## src/core/sfwp_pkg.sv

```systemverilog
// Summary of operation
// - erased array bytes read as FFh
// - status register starts at 00h
// - command engine starts in standby
// - only complete accepted commands change state
// - command length must be whole bytes
// - data changes need write enable latch
// - block protect bits fence off region
// - low write protect freezes every status bit except the complement bit
// - deep power-down honours only release command
// - code zero none, codes six-seven all
// - complement bit inverts protected region
// - 64KB steps protect top or bottom of array
// - 4KB steps protect top of array
// - 4KB steps protect bottom of array
// - overlapping program or erase is ignored
// - select release must fall on byte boundary
package sfwp_pkg;

	// ----------------------------------------
	// timing
	// ----------------------------------------
	localparam int CLK_MHZ = 25;
	localparam int SELECT_DELAY_US = 70;
	localparam int SELECT_DELAY_CYC = SELECT_DELAY_US * CLK_MHZ;

	// ----------------------------------------
	// reset values and status layout
	// ----------------------------------------
	localparam logic [7:0] STATUS_RESET = 8'h00;
	localparam logic [7:0] ERASED_BYTE = 8'hFF;
	localparam int BP_POS = 0;
	localparam int BP_W = 5;
	localparam int CMP_POS = 5;
	localparam int LOCK0_POS = 6;
	localparam int LOCK1_POS = 7;
	localparam logic [7:0] WP_FROZEN_MASK = 8'hDF;

	// ----------------------------------------
	// array geometry
	// ----------------------------------------
	localparam logic [21:0] ARRAY_BYTES = 22'h200000;
	localparam logic [21:0] SIZE_64K = 22'h010000;
	localparam logic [21:0] SIZE_4K = 22'h001000;
	localparam logic [21:0] MASK_PAGE = 22'h0000FF;
	localparam logic [21:0] MASK_SECTOR = 22'h000FFF;
	localparam logic [21:0] MASK_32K = 22'h007FFF;
	localparam logic [21:0] MASK_64K = 22'h00FFFF;
	localparam logic [21:0] MASK_CHIP = 22'h1FFFFF;

	// ----------------------------------------
	// command codes
	// ----------------------------------------
	localparam logic [7:0] CMD_SET_WEL = 8'h06;
	localparam logic [7:0] CMD_CLR_WEL = 8'h04;
	localparam logic [7:0] CMD_WRITE_STATUS = 8'h01;
	localparam logic [7:0] CMD_PROGRAM = 8'h02;
	localparam logic [7:0] CMD_ERASE_PAGE = 8'h81;
	localparam logic [7:0] CMD_ERASE_SECTOR = 8'h20;
	localparam logic [7:0] CMD_ERASE_32K = 8'h52;
	localparam logic [7:0] CMD_ERASE_64K = 8'hD8;
	localparam logic [7:0] CMD_ERASE_CHIP = 8'h60;
	localparam logic [7:0] CMD_DEEP_DOWN = 8'hB9;
	localparam logic [7:0] CMD_RELEASE = 8'hAB;

	// ----------------------------------------
	// types
	// ----------------------------------------
	typedef enum logic [2:0] {
		SFWP_OP_PROGRAM,
		SFWP_OP_ERASE_PAGE,
		SFWP_OP_ERASE_SECTOR,
		SFWP_OP_ERASE_32K,
		SFWP_OP_ERASE_64K,
		SFWP_OP_ERASE_CHIP
	} sfwp_op_type;

	typedef struct packed {
		logic valid;
		sfwp_op_type op;
		logic [23:0] addr;
		logic [7:0] data;
	} sfwp_exec_type;

	typedef struct packed {
		logic valid;
		logic [21:0] lo;
		logic [21:0] hi;
	} sfwp_range_type;

endpackage

```

## src/core/sfwp_core.sv

```systemverilog
`timescale 1ns/10ps
module sfwp_core #(
	parameter int POWER_UP_CYCLES = sfwp_pkg::SELECT_DELAY_CYC
) (
	input wire logic core_clk_i,
	input wire logic rst_n_i,
	input wire logic spi_sclk_i,
	input wire logic spi_cs_n_i,
	input wire logic spi_si_i,
	input wire logic wp_n_i,
	output sfwp_pkg::sfwp_exec_type exec_o,
	output logic [7:0] status_o,
	output logic write_enable_latch_o,
	output logic deep_power_down_o,
	output logic ready_o,
	output logic cmd_reject_o
);

	// ----------------------------------------
	// parameter checks
	// ----------------------------------------
	if (POWER_UP_CYCLES < 1 || POWER_UP_CYCLES > 2047) begin : g_bad_delay
		$error("POWER_UP_CYCLES out of range 1..2047");
	end

	// ----------------------------------------
	// state
	// ----------------------------------------
	typedef enum logic [1:0] {
		ST_STANDBY,
		ST_FRAME,
		ST_IGNORE
	} sfwp_state_type;

	typedef struct packed {
		sfwp_state_type state;
		logic sclk_s1;
		logic sclk_s2;
		logic sclk_s3;
		logic cs_s1;
		logic cs_s2;
		logic cs_s3;
		logic si_s1;
		logic si_s2;
		logic wp_s1;
		logic wp_s2;
		logic [10:0] pu_cnt;
		logic pu_done;
		logic [2:0] bit_idx;
		logic [2:0] byte_cnt;
		logic [7:0] shreg;
		logic [7:0] opcode;
		logic [23:0] addr;
		logic [7:0] data;
		logic [7:0] status;
		logic write_enable_latch;
		logic deep;
		logic reject;
		sfwp_pkg::sfwp_exec_type exec;
	} sfwp_regs_type;

	sfwp_regs_type r;
	sfwp_regs_type next_r;

	// ----------------------------------------
	// decode helpers
	// ----------------------------------------
	// expected frame length in bytes; five means five or more
	function automatic logic [2:0] cmd_len(input logic [7:0] code);
		case (code)
			sfwp_pkg::CMD_SET_WEL,
			sfwp_pkg::CMD_CLR_WEL,
			sfwp_pkg::CMD_DEEP_DOWN,
			sfwp_pkg::CMD_RELEASE,
			sfwp_pkg::CMD_ERASE_CHIP: cmd_len = 3'h1;
			sfwp_pkg::CMD_WRITE_STATUS: cmd_len = 3'h2;
			sfwp_pkg::CMD_ERASE_PAGE,
			sfwp_pkg::CMD_ERASE_SECTOR,
			sfwp_pkg::CMD_ERASE_32K,
			sfwp_pkg::CMD_ERASE_64K: cmd_len = 3'h4;
			sfwp_pkg::CMD_PROGRAM: cmd_len = 3'h5;
			default: cmd_len = 3'h0;
		endcase
	endfunction

	function automatic sfwp_pkg::sfwp_op_type cmd_op(input logic [7:0] code);
		case (code)
			sfwp_pkg::CMD_ERASE_PAGE: cmd_op = sfwp_pkg::SFWP_OP_ERASE_PAGE;
			sfwp_pkg::CMD_ERASE_SECTOR: cmd_op = sfwp_pkg::SFWP_OP_ERASE_SECTOR;
			sfwp_pkg::CMD_ERASE_32K: cmd_op = sfwp_pkg::SFWP_OP_ERASE_32K;
			sfwp_pkg::CMD_ERASE_64K: cmd_op = sfwp_pkg::SFWP_OP_ERASE_64K;
			sfwp_pkg::CMD_ERASE_CHIP: cmd_op = sfwp_pkg::SFWP_OP_ERASE_CHIP;
			default: cmd_op = sfwp_pkg::SFWP_OP_PROGRAM;
		endcase
	endfunction

	// span touched by an operation; program is judged by its whole page
	function automatic sfwp_pkg::sfwp_range_type target_range(
		input sfwp_pkg::sfwp_op_type op,
		input logic [23:0] a
	);
		logic [21:0] mask;
		logic [21:0] base;
		mask = sfwp_pkg::MASK_PAGE;
		case (op)
			sfwp_pkg::SFWP_OP_ERASE_SECTOR: mask = sfwp_pkg::MASK_SECTOR;
			sfwp_pkg::SFWP_OP_ERASE_32K: mask = sfwp_pkg::MASK_32K;
			sfwp_pkg::SFWP_OP_ERASE_64K: mask = sfwp_pkg::MASK_64K;
			sfwp_pkg::SFWP_OP_ERASE_CHIP: mask = sfwp_pkg::MASK_CHIP;
			default: mask = sfwp_pkg::MASK_PAGE;
		endcase
		base = {1'b0, a[20:0]};
		target_range.valid = 1'b1;
		target_range.lo = base & ~mask;
		target_range.hi = base | mask;
	endfunction

	// protected bounds from the status byte
	function automatic sfwp_pkg::sfwp_range_type prot_range(input logic [7:0] st);
		logic [4:0] bp;
		logic cmp;
		logic all;
		logic [2:0] sh;
		logic [21:0] size;
		sfwp_pkg::sfwp_range_type base;
		sfwp_pkg::sfwp_range_type res;
		bp = st[sfwp_pkg::BP_POS +: sfwp_pkg::BP_W];
		cmp = st[sfwp_pkg::CMP_POS];
		all = (bp[2:1] == 2'b11);
		sh = (bp[2:0] == 3'h0) ? 3'h0 : bp[2:0] - 3'h1;
		if (bp[4]) begin
			// 32KB tops out the small steps, low code bit ignored
			size = sfwp_pkg::SIZE_4K << (bp[2] ? 3'h3 : sh);
		end else begin
			size = sfwp_pkg::SIZE_64K << sh;
		end
		base.valid = (bp[2:0] != 3'h0);
		if (bp[3]) begin
			base.lo = 22'h000000;
			base.hi = size - 22'h000001;
		end else begin
			base.lo = sfwp_pkg::ARRAY_BYTES - size;
			base.hi = sfwp_pkg::ARRAY_BYTES - 22'h000001;
		end
		if (all) begin
			base.lo = 22'h000000;
			base.hi = sfwp_pkg::ARRAY_BYTES - 22'h000001;
		end
		res = base;
		if (cmp) begin
			res.valid = !all;
			if (!base.valid) begin
				res.lo = 22'h000000;
				res.hi = sfwp_pkg::ARRAY_BYTES - 22'h000001;
			end else if (bp[3]) begin
				res.lo = size;
				res.hi = sfwp_pkg::ARRAY_BYTES - 22'h000001;
			end else begin
				res.lo = 22'h000000;
				res.hi = sfwp_pkg::ARRAY_BYTES - size - 22'h000001;
			end
			res.valid = res.valid | !base.valid;
		end
		prot_range = res;
	endfunction

	// ----------------------------------------
	// next state
	// ----------------------------------------
	always_comb begin
		logic sclk_rise;
		logic cs_fall;
		logic cs_rise;
		logic [7:0] byte_in;
		logic length_ok;
		logic hit;
		logic [7:0] keep;
		sfwp_pkg::sfwp_op_type op;
		sfwp_pkg::sfwp_range_type tgt;
		sfwp_pkg::sfwp_range_type prot;
		sclk_rise = 1'b0;
		cs_fall = 1'b0;
		cs_rise = 1'b0;
		byte_in = 8'h00;
		length_ok = 1'b0;
		hit = 1'b0;
		keep = 8'h00;
		op = sfwp_pkg::SFWP_OP_PROGRAM;
		tgt = '0;
		prot = '0;
		next_r = r;
		next_r.reject = 1'b0;
		next_r.exec.valid = 1'b0;

		// data and write protect pins cross in through two flops, clock and select through three
		next_r.sclk_s1 = spi_sclk_i;
		next_r.sclk_s2 = r.sclk_s1;
		next_r.sclk_s3 = r.sclk_s2;
		next_r.cs_s1 = spi_cs_n_i;
		next_r.cs_s2 = r.cs_s1;
		next_r.cs_s3 = r.cs_s2;
		next_r.si_s1 = spi_si_i;
		next_r.si_s2 = r.si_s1;
		next_r.wp_s1 = wp_n_i;
		next_r.wp_s2 = r.wp_s1;
		sclk_rise = r.sclk_s2 & ~r.sclk_s3;
		cs_fall = ~r.cs_s2 & r.cs_s3;
		cs_rise = r.cs_s2 & ~r.cs_s3;

		// guard time after reset, in case the host selects too early
		if (!r.pu_done) begin
			if (r.pu_cnt == 11'(POWER_UP_CYCLES - 1)) begin
				next_r.pu_done = 1'b1;
			end else begin
				next_r.pu_cnt = r.pu_cnt + 11'h001;
			end
		end

		case (r.state)
			ST_STANDBY: begin
				if (cs_fall) begin
					next_r.state = r.pu_done ? ST_FRAME : ST_IGNORE;
					next_r.bit_idx = 3'h0;
					next_r.byte_cnt = 3'h0;
				end
			end
			ST_IGNORE: begin
				if (cs_rise) begin
					next_r.state = ST_STANDBY;
				end
			end
			ST_FRAME: begin
				if (sclk_rise) begin
					byte_in = {r.shreg[6:0], r.si_s2};
					next_r.shreg = byte_in;
					next_r.bit_idx = r.bit_idx + 3'h1;
					if (r.bit_idx == 3'h7) begin
						if (r.byte_cnt != 3'h5) begin
							next_r.byte_cnt = r.byte_cnt + 3'h1;
						end
						case (r.byte_cnt)
							3'h0: next_r.opcode = byte_in;
							3'h1: begin
								next_r.addr[23:16] = byte_in;
								next_r.data = byte_in;
							end
							3'h2: next_r.addr[15:8] = byte_in;
							3'h3: next_r.addr[7:0] = byte_in;
							3'h4: next_r.data = byte_in;
							default: next_r.data = r.data;
						endcase
					end
				end
				if (cs_rise) begin
					next_r.state = ST_STANDBY;
					length_ok = (r.bit_idx == 3'h0) && (cmd_len(r.opcode) != 3'h0)
						&& (r.byte_cnt == cmd_len(r.opcode));
					op = cmd_op(r.opcode);
					tgt = target_range(op, r.addr);
					prot = prot_range(r.status);
					hit = prot.valid && (tgt.lo <= prot.hi) && (tgt.hi >= prot.lo);
					keep = r.wp_s2 ? 8'h00 : sfwp_pkg::WP_FROZEN_MASK;
					if (r.deep) begin
						if (length_ok && r.opcode == sfwp_pkg::CMD_RELEASE) begin
							next_r.deep = 1'b0;
						end else begin
							next_r.reject = 1'b1;
						end
					end else if (!length_ok) begin
						next_r.reject = 1'b1;
					end else begin
						case (r.opcode)
							sfwp_pkg::CMD_SET_WEL: next_r.write_enable_latch = 1'b1;
							sfwp_pkg::CMD_CLR_WEL: next_r.write_enable_latch = 1'b0;
							sfwp_pkg::CMD_DEEP_DOWN: next_r.deep = 1'b1;
							sfwp_pkg::CMD_RELEASE: next_r.deep = 1'b0;
							sfwp_pkg::CMD_WRITE_STATUS: begin
								if (!r.write_enable_latch) begin
									next_r.reject = 1'b1;
								end else begin
									next_r.status = (r.data & ~keep) | (r.status & keep);
									next_r.write_enable_latch = 1'b0;
								end
							end
							default: begin
								if (!r.write_enable_latch) begin
									next_r.reject = 1'b1;
								end else if (hit) begin
									next_r.reject = 1'b1;
								end else begin
									next_r.exec.valid = 1'b1;
									next_r.exec.op = op;
									next_r.exec.addr = r.addr;
									next_r.exec.data = r.data;
									next_r.write_enable_latch = 1'b0;
								end
							end
						endcase
					end
				end
			end
			default: next_r.state = ST_STANDBY;
		endcase
	end

	// ----------------------------------------
	// registers
	// ----------------------------------------
	always_ff @(posedge core_clk_i) begin
		if (!rst_n_i) begin
			r <= '0;
			r.state <= ST_STANDBY;
			r.sclk_s1 <= 1'b0;
			r.cs_s1 <= 1'b1;
			r.cs_s2 <= 1'b1;
			r.cs_s3 <= 1'b1;
			r.wp_s1 <= 1'b1;
			r.wp_s2 <= 1'b1;
			r.status <= sfwp_pkg::STATUS_RESET;
			r.data <= sfwp_pkg::ERASED_BYTE;
			r.exec.data <= sfwp_pkg::ERASED_BYTE;
			r.exec.op <= sfwp_pkg::SFWP_OP_PROGRAM;
		end else begin
			r <= next_r;
		end
	end

	// ----------------------------------------
	// outputs
	// ----------------------------------------
	assign exec_o = r.exec;
	assign status_o = r.status;
	assign write_enable_latch_o = r.write_enable_latch;
	assign deep_power_down_o = r.deep;
	assign ready_o = r.pu_done;
	assign cmd_reject_o = r.reject;

endmodule

```

## config.mk

```make
export PLATFORM = sky130hd
export DESIGN_NAME = sfwp_core
export DESIGN_NICKNAME = d
export VERILOG_FILES = /design/src/core/sfwp_pkg.sv /design/src/core/sfwp_core.sv
export SDC_FILE = /design/constraint.sdc
export NUM_CORES = 1
export LEC_CHECK = 0
export ABC_AREA = 1
export BUFFER_PORTS_ARGS = -buffer_cell sky130_fd_sc_hd__clkbuf_2
export CAP_MARGIN = 20
export CORE_ASPECT_RATIO = 0.9
export CORE_MARGIN = 2
export CORE_UTILIZATION = 60
export DETAILED_ROUTE_END_ITERATION = 8
export PLACE_DENSITY = 0.91
export SYNTH_ARGS = -nofsm -noshare
export SYNTH_HDL_FRONTEND = slang
export SYNTH_SLANG_ARGS = --single-unit
export TNS_END_PERCENT = 100
```

## constraint.sdc

```tcl
create_clock -name core_clk_i -period 4.8 [get_ports core_clk_i]
set_input_delay 0.24 -clock core_clk_i [delete_from_list [all_inputs] [get_ports core_clk_i]]
set_output_delay 0.24 -clock core_clk_i [all_outputs]
set_load 0.005 [all_outputs]
```

Word level (Yosys, flattened, before mapping)
Index checks and enable logic that the tools add are counted.
{"block": "classes", "addsub": 7, "order_cmp": 2, "n_eq_ne": 31, "shift": 2, "n_mux": 51, "bitwise": 25, "reduce_logical": 37}
{"operator": "$mux 44", "n": 4}
{"operator": "$mux 45", "n": 3}
{"operator": "$mux 22", "n": 5}
{"operator": "$pmux 21 s4", "n": 1}
{"operator": "$mux 54", "n": 1}
{"operator": "$mux 8", "n": 6}
{"operator": "$sub 22x1->22 const B", "n": 2}
{"operator": "$mux 40", "n": 1}
{"operator": "$mux 36", "n": 1}
{"operator": "$eq 8x8->1 const B", "n": 4}
{"operator": "$mux 3", "n": 8}
{"operator": "$and 21x22->22", "n": 1}
{"operator": "$ge 22x22->1", "n": 1}
{"operator": "$le 22x22->1", "n": 1}
{"operator": "$not 22->22", "n": 1}
{"operator": "$or 21x22->22", "n": 1}
{"operator": "$shl 13x3->22 const A", "n": 1}
{"operator": "$shl 17x3->22 const A", "n": 1}
{"operator": "$sub 22x22->22 const A", "n": 1}
{"operator": "$reduce_and 4->1", "n": 5}
{"operator": "$and 8x8->8", "n": 2}
{"operator": "$eq 8x3->1 const B", "n": 2}
{"operator": "$eq 8x7->1 const B", "n": 2}
{"operator": "$pmux 3 s5", "n": 1}
{"operator": "44 further kinds", "n": 99}
{"block": "word_totals", "ff_bits": 125, "input_bits": 6, "out_inout_bits": 48, "word_cells": 184}

Logic depth before layout (Yosys ltp)
{"block": "depth", "word_depth": 22, "mapped_depth": 31, "ltp_nobuf": 30}

Worst setup path before layout
Ideal clock, no wire load.
{"block": "synth_timing", "path_type": "register to register", "startpoint": "register (tool-made name)", "endpoint": "register r (netlist bit exec_o[34])", "setup_ps": 115, "arrival_ps": 3473, "t_required_ps": 4685, "slack_ps": 1212, "stages_incl_launch_ff": 31, "n_path_buf": 1, "synth_period_minus_slack_ps": 3588, "path_cell_list": "dfxtp_1 -> nor2_2 -> inv_1 -> ha_1 -> nand2_2 -> nand2_2 -> inv_1 -> nand3_1 -> ha_1 -> inv_1 -> a21oi_1 -> o21ai_2 -> xor2_1 -> nor2_1 -> inv_1 -> nor2_1 -> o22ai_1 -> ha_1 -> inv_1 -> nor3_1 -> a211oi_1 -> nand2_1 -> nand2_1 -> nand2_1 -> nand2_1 -> nand2_1 -> nand2_2 -> nand2_4 -> buf_4 -> a21oi_1 -> nor2_1"}
{"item": "end signal: assignment", "line": "sfwp_core.sv:324", "text": "r <= next_r;"}
{"item": "end: declaration", "line": "sfwp_core.sv:62", "text": "sfwp_regs_type r;"}

==> impl_metrics.toml <==
[outcome]
status = "finished, final reports clean"

[route]
dr.pass1.iters = 9
drc = 0
wl_per_cell_um = 14.4
routed_wl_um = 16400
drt-vias-per-instance = 5.65
vias = 6429
ant_nets = 0
drt_iter0_drc = 809

[placed_design]
dp.cells = 1104
place.gp.congestion = 0.967
hpwl_um = 10800
port_buffers = 53
dpl-instance-area_um2 = 6760

[worst_setup_path]
crit_path_start_kind = "flop"
crit_type = "reg2reg"
path_delay_family = "simple AND/OR/NAND/NOR gates"
cp_slowest_cell = "dfxtp_1"
path_depth = 30
endpoint_kind = "flop"
cpMostUsedCell = "nand2_1"
arrival_ns = 4.63
path_max_fanout = 27
r2r_cells = 30
crit_required_ns = 5.10
cpPeakStageDelay_ns = 0.38
cp_num_buf_inv = 6

[synth]
ys_warn_count = 0
syn_area_per_cell_um2 = 6.96
ys_types = 38
synth-edff-count = 0
syn_nets = 1012
synth_ff_type = "dfxtp_1"
synthArstFlopShare_pct = 0
netlist_instances = 972
syn_area_um2 = 6770
yosysSeqAreaShare_pct = 36.7
ys_ff_latch = 124

[cells_and_area]
diodes = 0
nFillCells = 863
fin_cells = 1137
final_area_um2 = 7450
drive_gt1_share_pct = 11.4
layout.nets = 1012
area_delta_synth_final_pct = 10.1

[clocking]
cts_max_level = 4
clockBufferDepth = 2
cts_root_buffer = "clkbuf_16"
tritoncts = "yes"
clk_pin_slew_worst_paths_ns = 0.05
cts_made_buffers = 17
clock_latency_ns = 0.42
cts_setup_buffers = 0
cts.sinks = 124

[sta]
setup_viol = 0
hold_viol = 0
fmax_mhz = 231
slew_viol_final = 0
skew_ns = 0.00581
max_slew_margin_pct = 34.4
fin_crit_sh_pct = 90.2
period_minus_slack_ns = 4.33
rsz0062_at_grt = "false"
fin_tns_setup_ns = 0
tightest_slew_ns = 0.978

[global_routing]
grt_pass1_vias = 5834
grt.overflow.total = 0
grt_pass1_wl_um = 26900
grt_antenna_before_repair = 0
grt_max_degree = 108
grt.total_usage_pct = 27.8

[min_path]
hold_depth = 2
hp-class = "in2reg"

[floorplan]
dieArea_um2 = 12100
start_util_pct = 62.1
pin_count = 54
core-area_um2 = 10900
fp-row-count = 36
die_x_um = 116
die_h_um = 105

[job]
max_cap_violations = 0

[power_and_ir_drop]
leakage_nw = 3.48
p_per_area_nw_per_um2 = 372
ir_drop_mv = 0.339
synthesized netlist by cell type (all sizes together), types with 2 or more instances:
| cell | count | share of area (%) |
|---|---|---|
| nand2 | 169 | 9.7 |
| nand3 | 74 | 5.5 |
| buf | 55 | 6.2 |
| a21oi | 97 | 7.2 |
| nand4 | 18 | 1.7 |
| xor2 | 6 | 0.78 |
| a211oi | 7 | 0.78 |
| o22ai | 11 | 1.0 |
| or2 | 4 | 0.37 |
| inv | 135 | 7.5 |
| o211ai | 8 | 0.89 |
| nor3 | 19 | 1.5 |
| dfxtp | 124 | 37 |
| nor2 | 113 | 6.5 |
| nor4 | 3 | 0.50 |
| ha | 34 | 6.3 |
| clkbuf | 22 | 1.2 |
| o21ai | 65 | 4.9 |
| nor3b | 2 | 0.22 |
layer usage:
layer	track usage [%]	share of wire, %
met5	0	0
met3	8.12	7.5
met2	44.8	47
met1	35.3	43
met4	10.0	2.4
through the flow:
step / util, % / setup WS [ns] / power, mW / hold slack (ns)
2_1_floorplan: - / 1.21 / 1.29 / 0.338
3_3_place_gp: 62.0 / 0.704 / 1.33 / 0.396
3_5_place_dp: 62.0 / 0.548 / 1.34 / 0.401
4_1_cts: 68.2 / 0.506 / 2.77 / 0.00287
5_1_grt: 68.3 / 0.000190 / 2.88 / 0.00781
6_report: 68.3 / 0.473 / 2.77 / 0.00611
timing repair:
item,CTS,global route
hold endpoints to repair,0,1
endpoints found under the setup margin,0,1
gates resized for setup,0,1
hold buffers,0,1
registers in the layout, summed over array words and instances, names as in the netlist, named ones only:
signal	flops
cmd_reject_o	1
deep_power_down_o	1
exec_o	36
next_r	6
r	70
ready_o	1
status_o	1
write_enable_latch_o	1
layout make-up:
class	count	area [um2]	area share, %
multi-input combinational	636	3280	44.1
sequential	124	2480	33.3
inverter	135	507	6.80
clock buffer	23	498	6.69
timing repair buffer	58	305	4.10
tap	152	190	2.55
clock inverter	9	180	2.42
kinds of logic (layout without fill, tap and decap cells):
| family | count (synthesis) | in the layout | synth area share, % |
|---|---|---|---|
| compound gates | 193 | 193 | 15.3 |
| xor+xnor | 6 | 6 | 0.776 |
| fa+ha+maj | 34 | 34 | 6.29 |
| buf+inv | 212 | 225 | 14.9 |
| flops | 124 | 124 | 36.7 |
| simple gates | 403 | 403 | 26.1 |
worst paths after layout:
| check | end | slack, ns | from |
|---|---|---|---|
| worst max register to register | exec_o[19] | 0.47 | flop |
| worst max-delay path | exec_o[19] | 0.47 | flop |
| worst min register to register | r[115] | 0.41 | next_r[115] |
| worst min-delay path | next_r[113] | 0.006 | wp_n_i |
layout by cell type (no fill, tap or decap), types with 2 or more instances in the layout:
master     netlist  final
nand2_1        163    163
inv_1          132    132
dfxtp_1        124    123
nor2_1         108    108
a21oi_1         97     97
nand3_1         73     73
o21ai_0         62     62
clkbuf_2         0     53
ha_1            34     34
nor3_1          18     18
nand4_1         18     18
clkbuf_16        0     17
o22ai_1         11     11
o211ai_1         8      8
a211oi_1         7      7
xor2_1           6      6
nand2_2          5      5
bufinv_16        0      5
clkbuf_8         0      5
or2_2            4      4
buf_4           45      4
inv_2            3      3
nor2_2           4      3
o21ai_2          2      2
nor2_4           1      2
nor4_1           2      2
nor3b_1          2      2
report_power, final:
group / internal (mW) / total [mW] / switching (mW)
Clock: 0.992 / 1.45 / 0.455
Sequential: 1.06 / 1.09 / 0.0303
Combinational: 0.0818 / 0.234 / 0.152
Note: power is estimated with default switching activity, not from simulation.
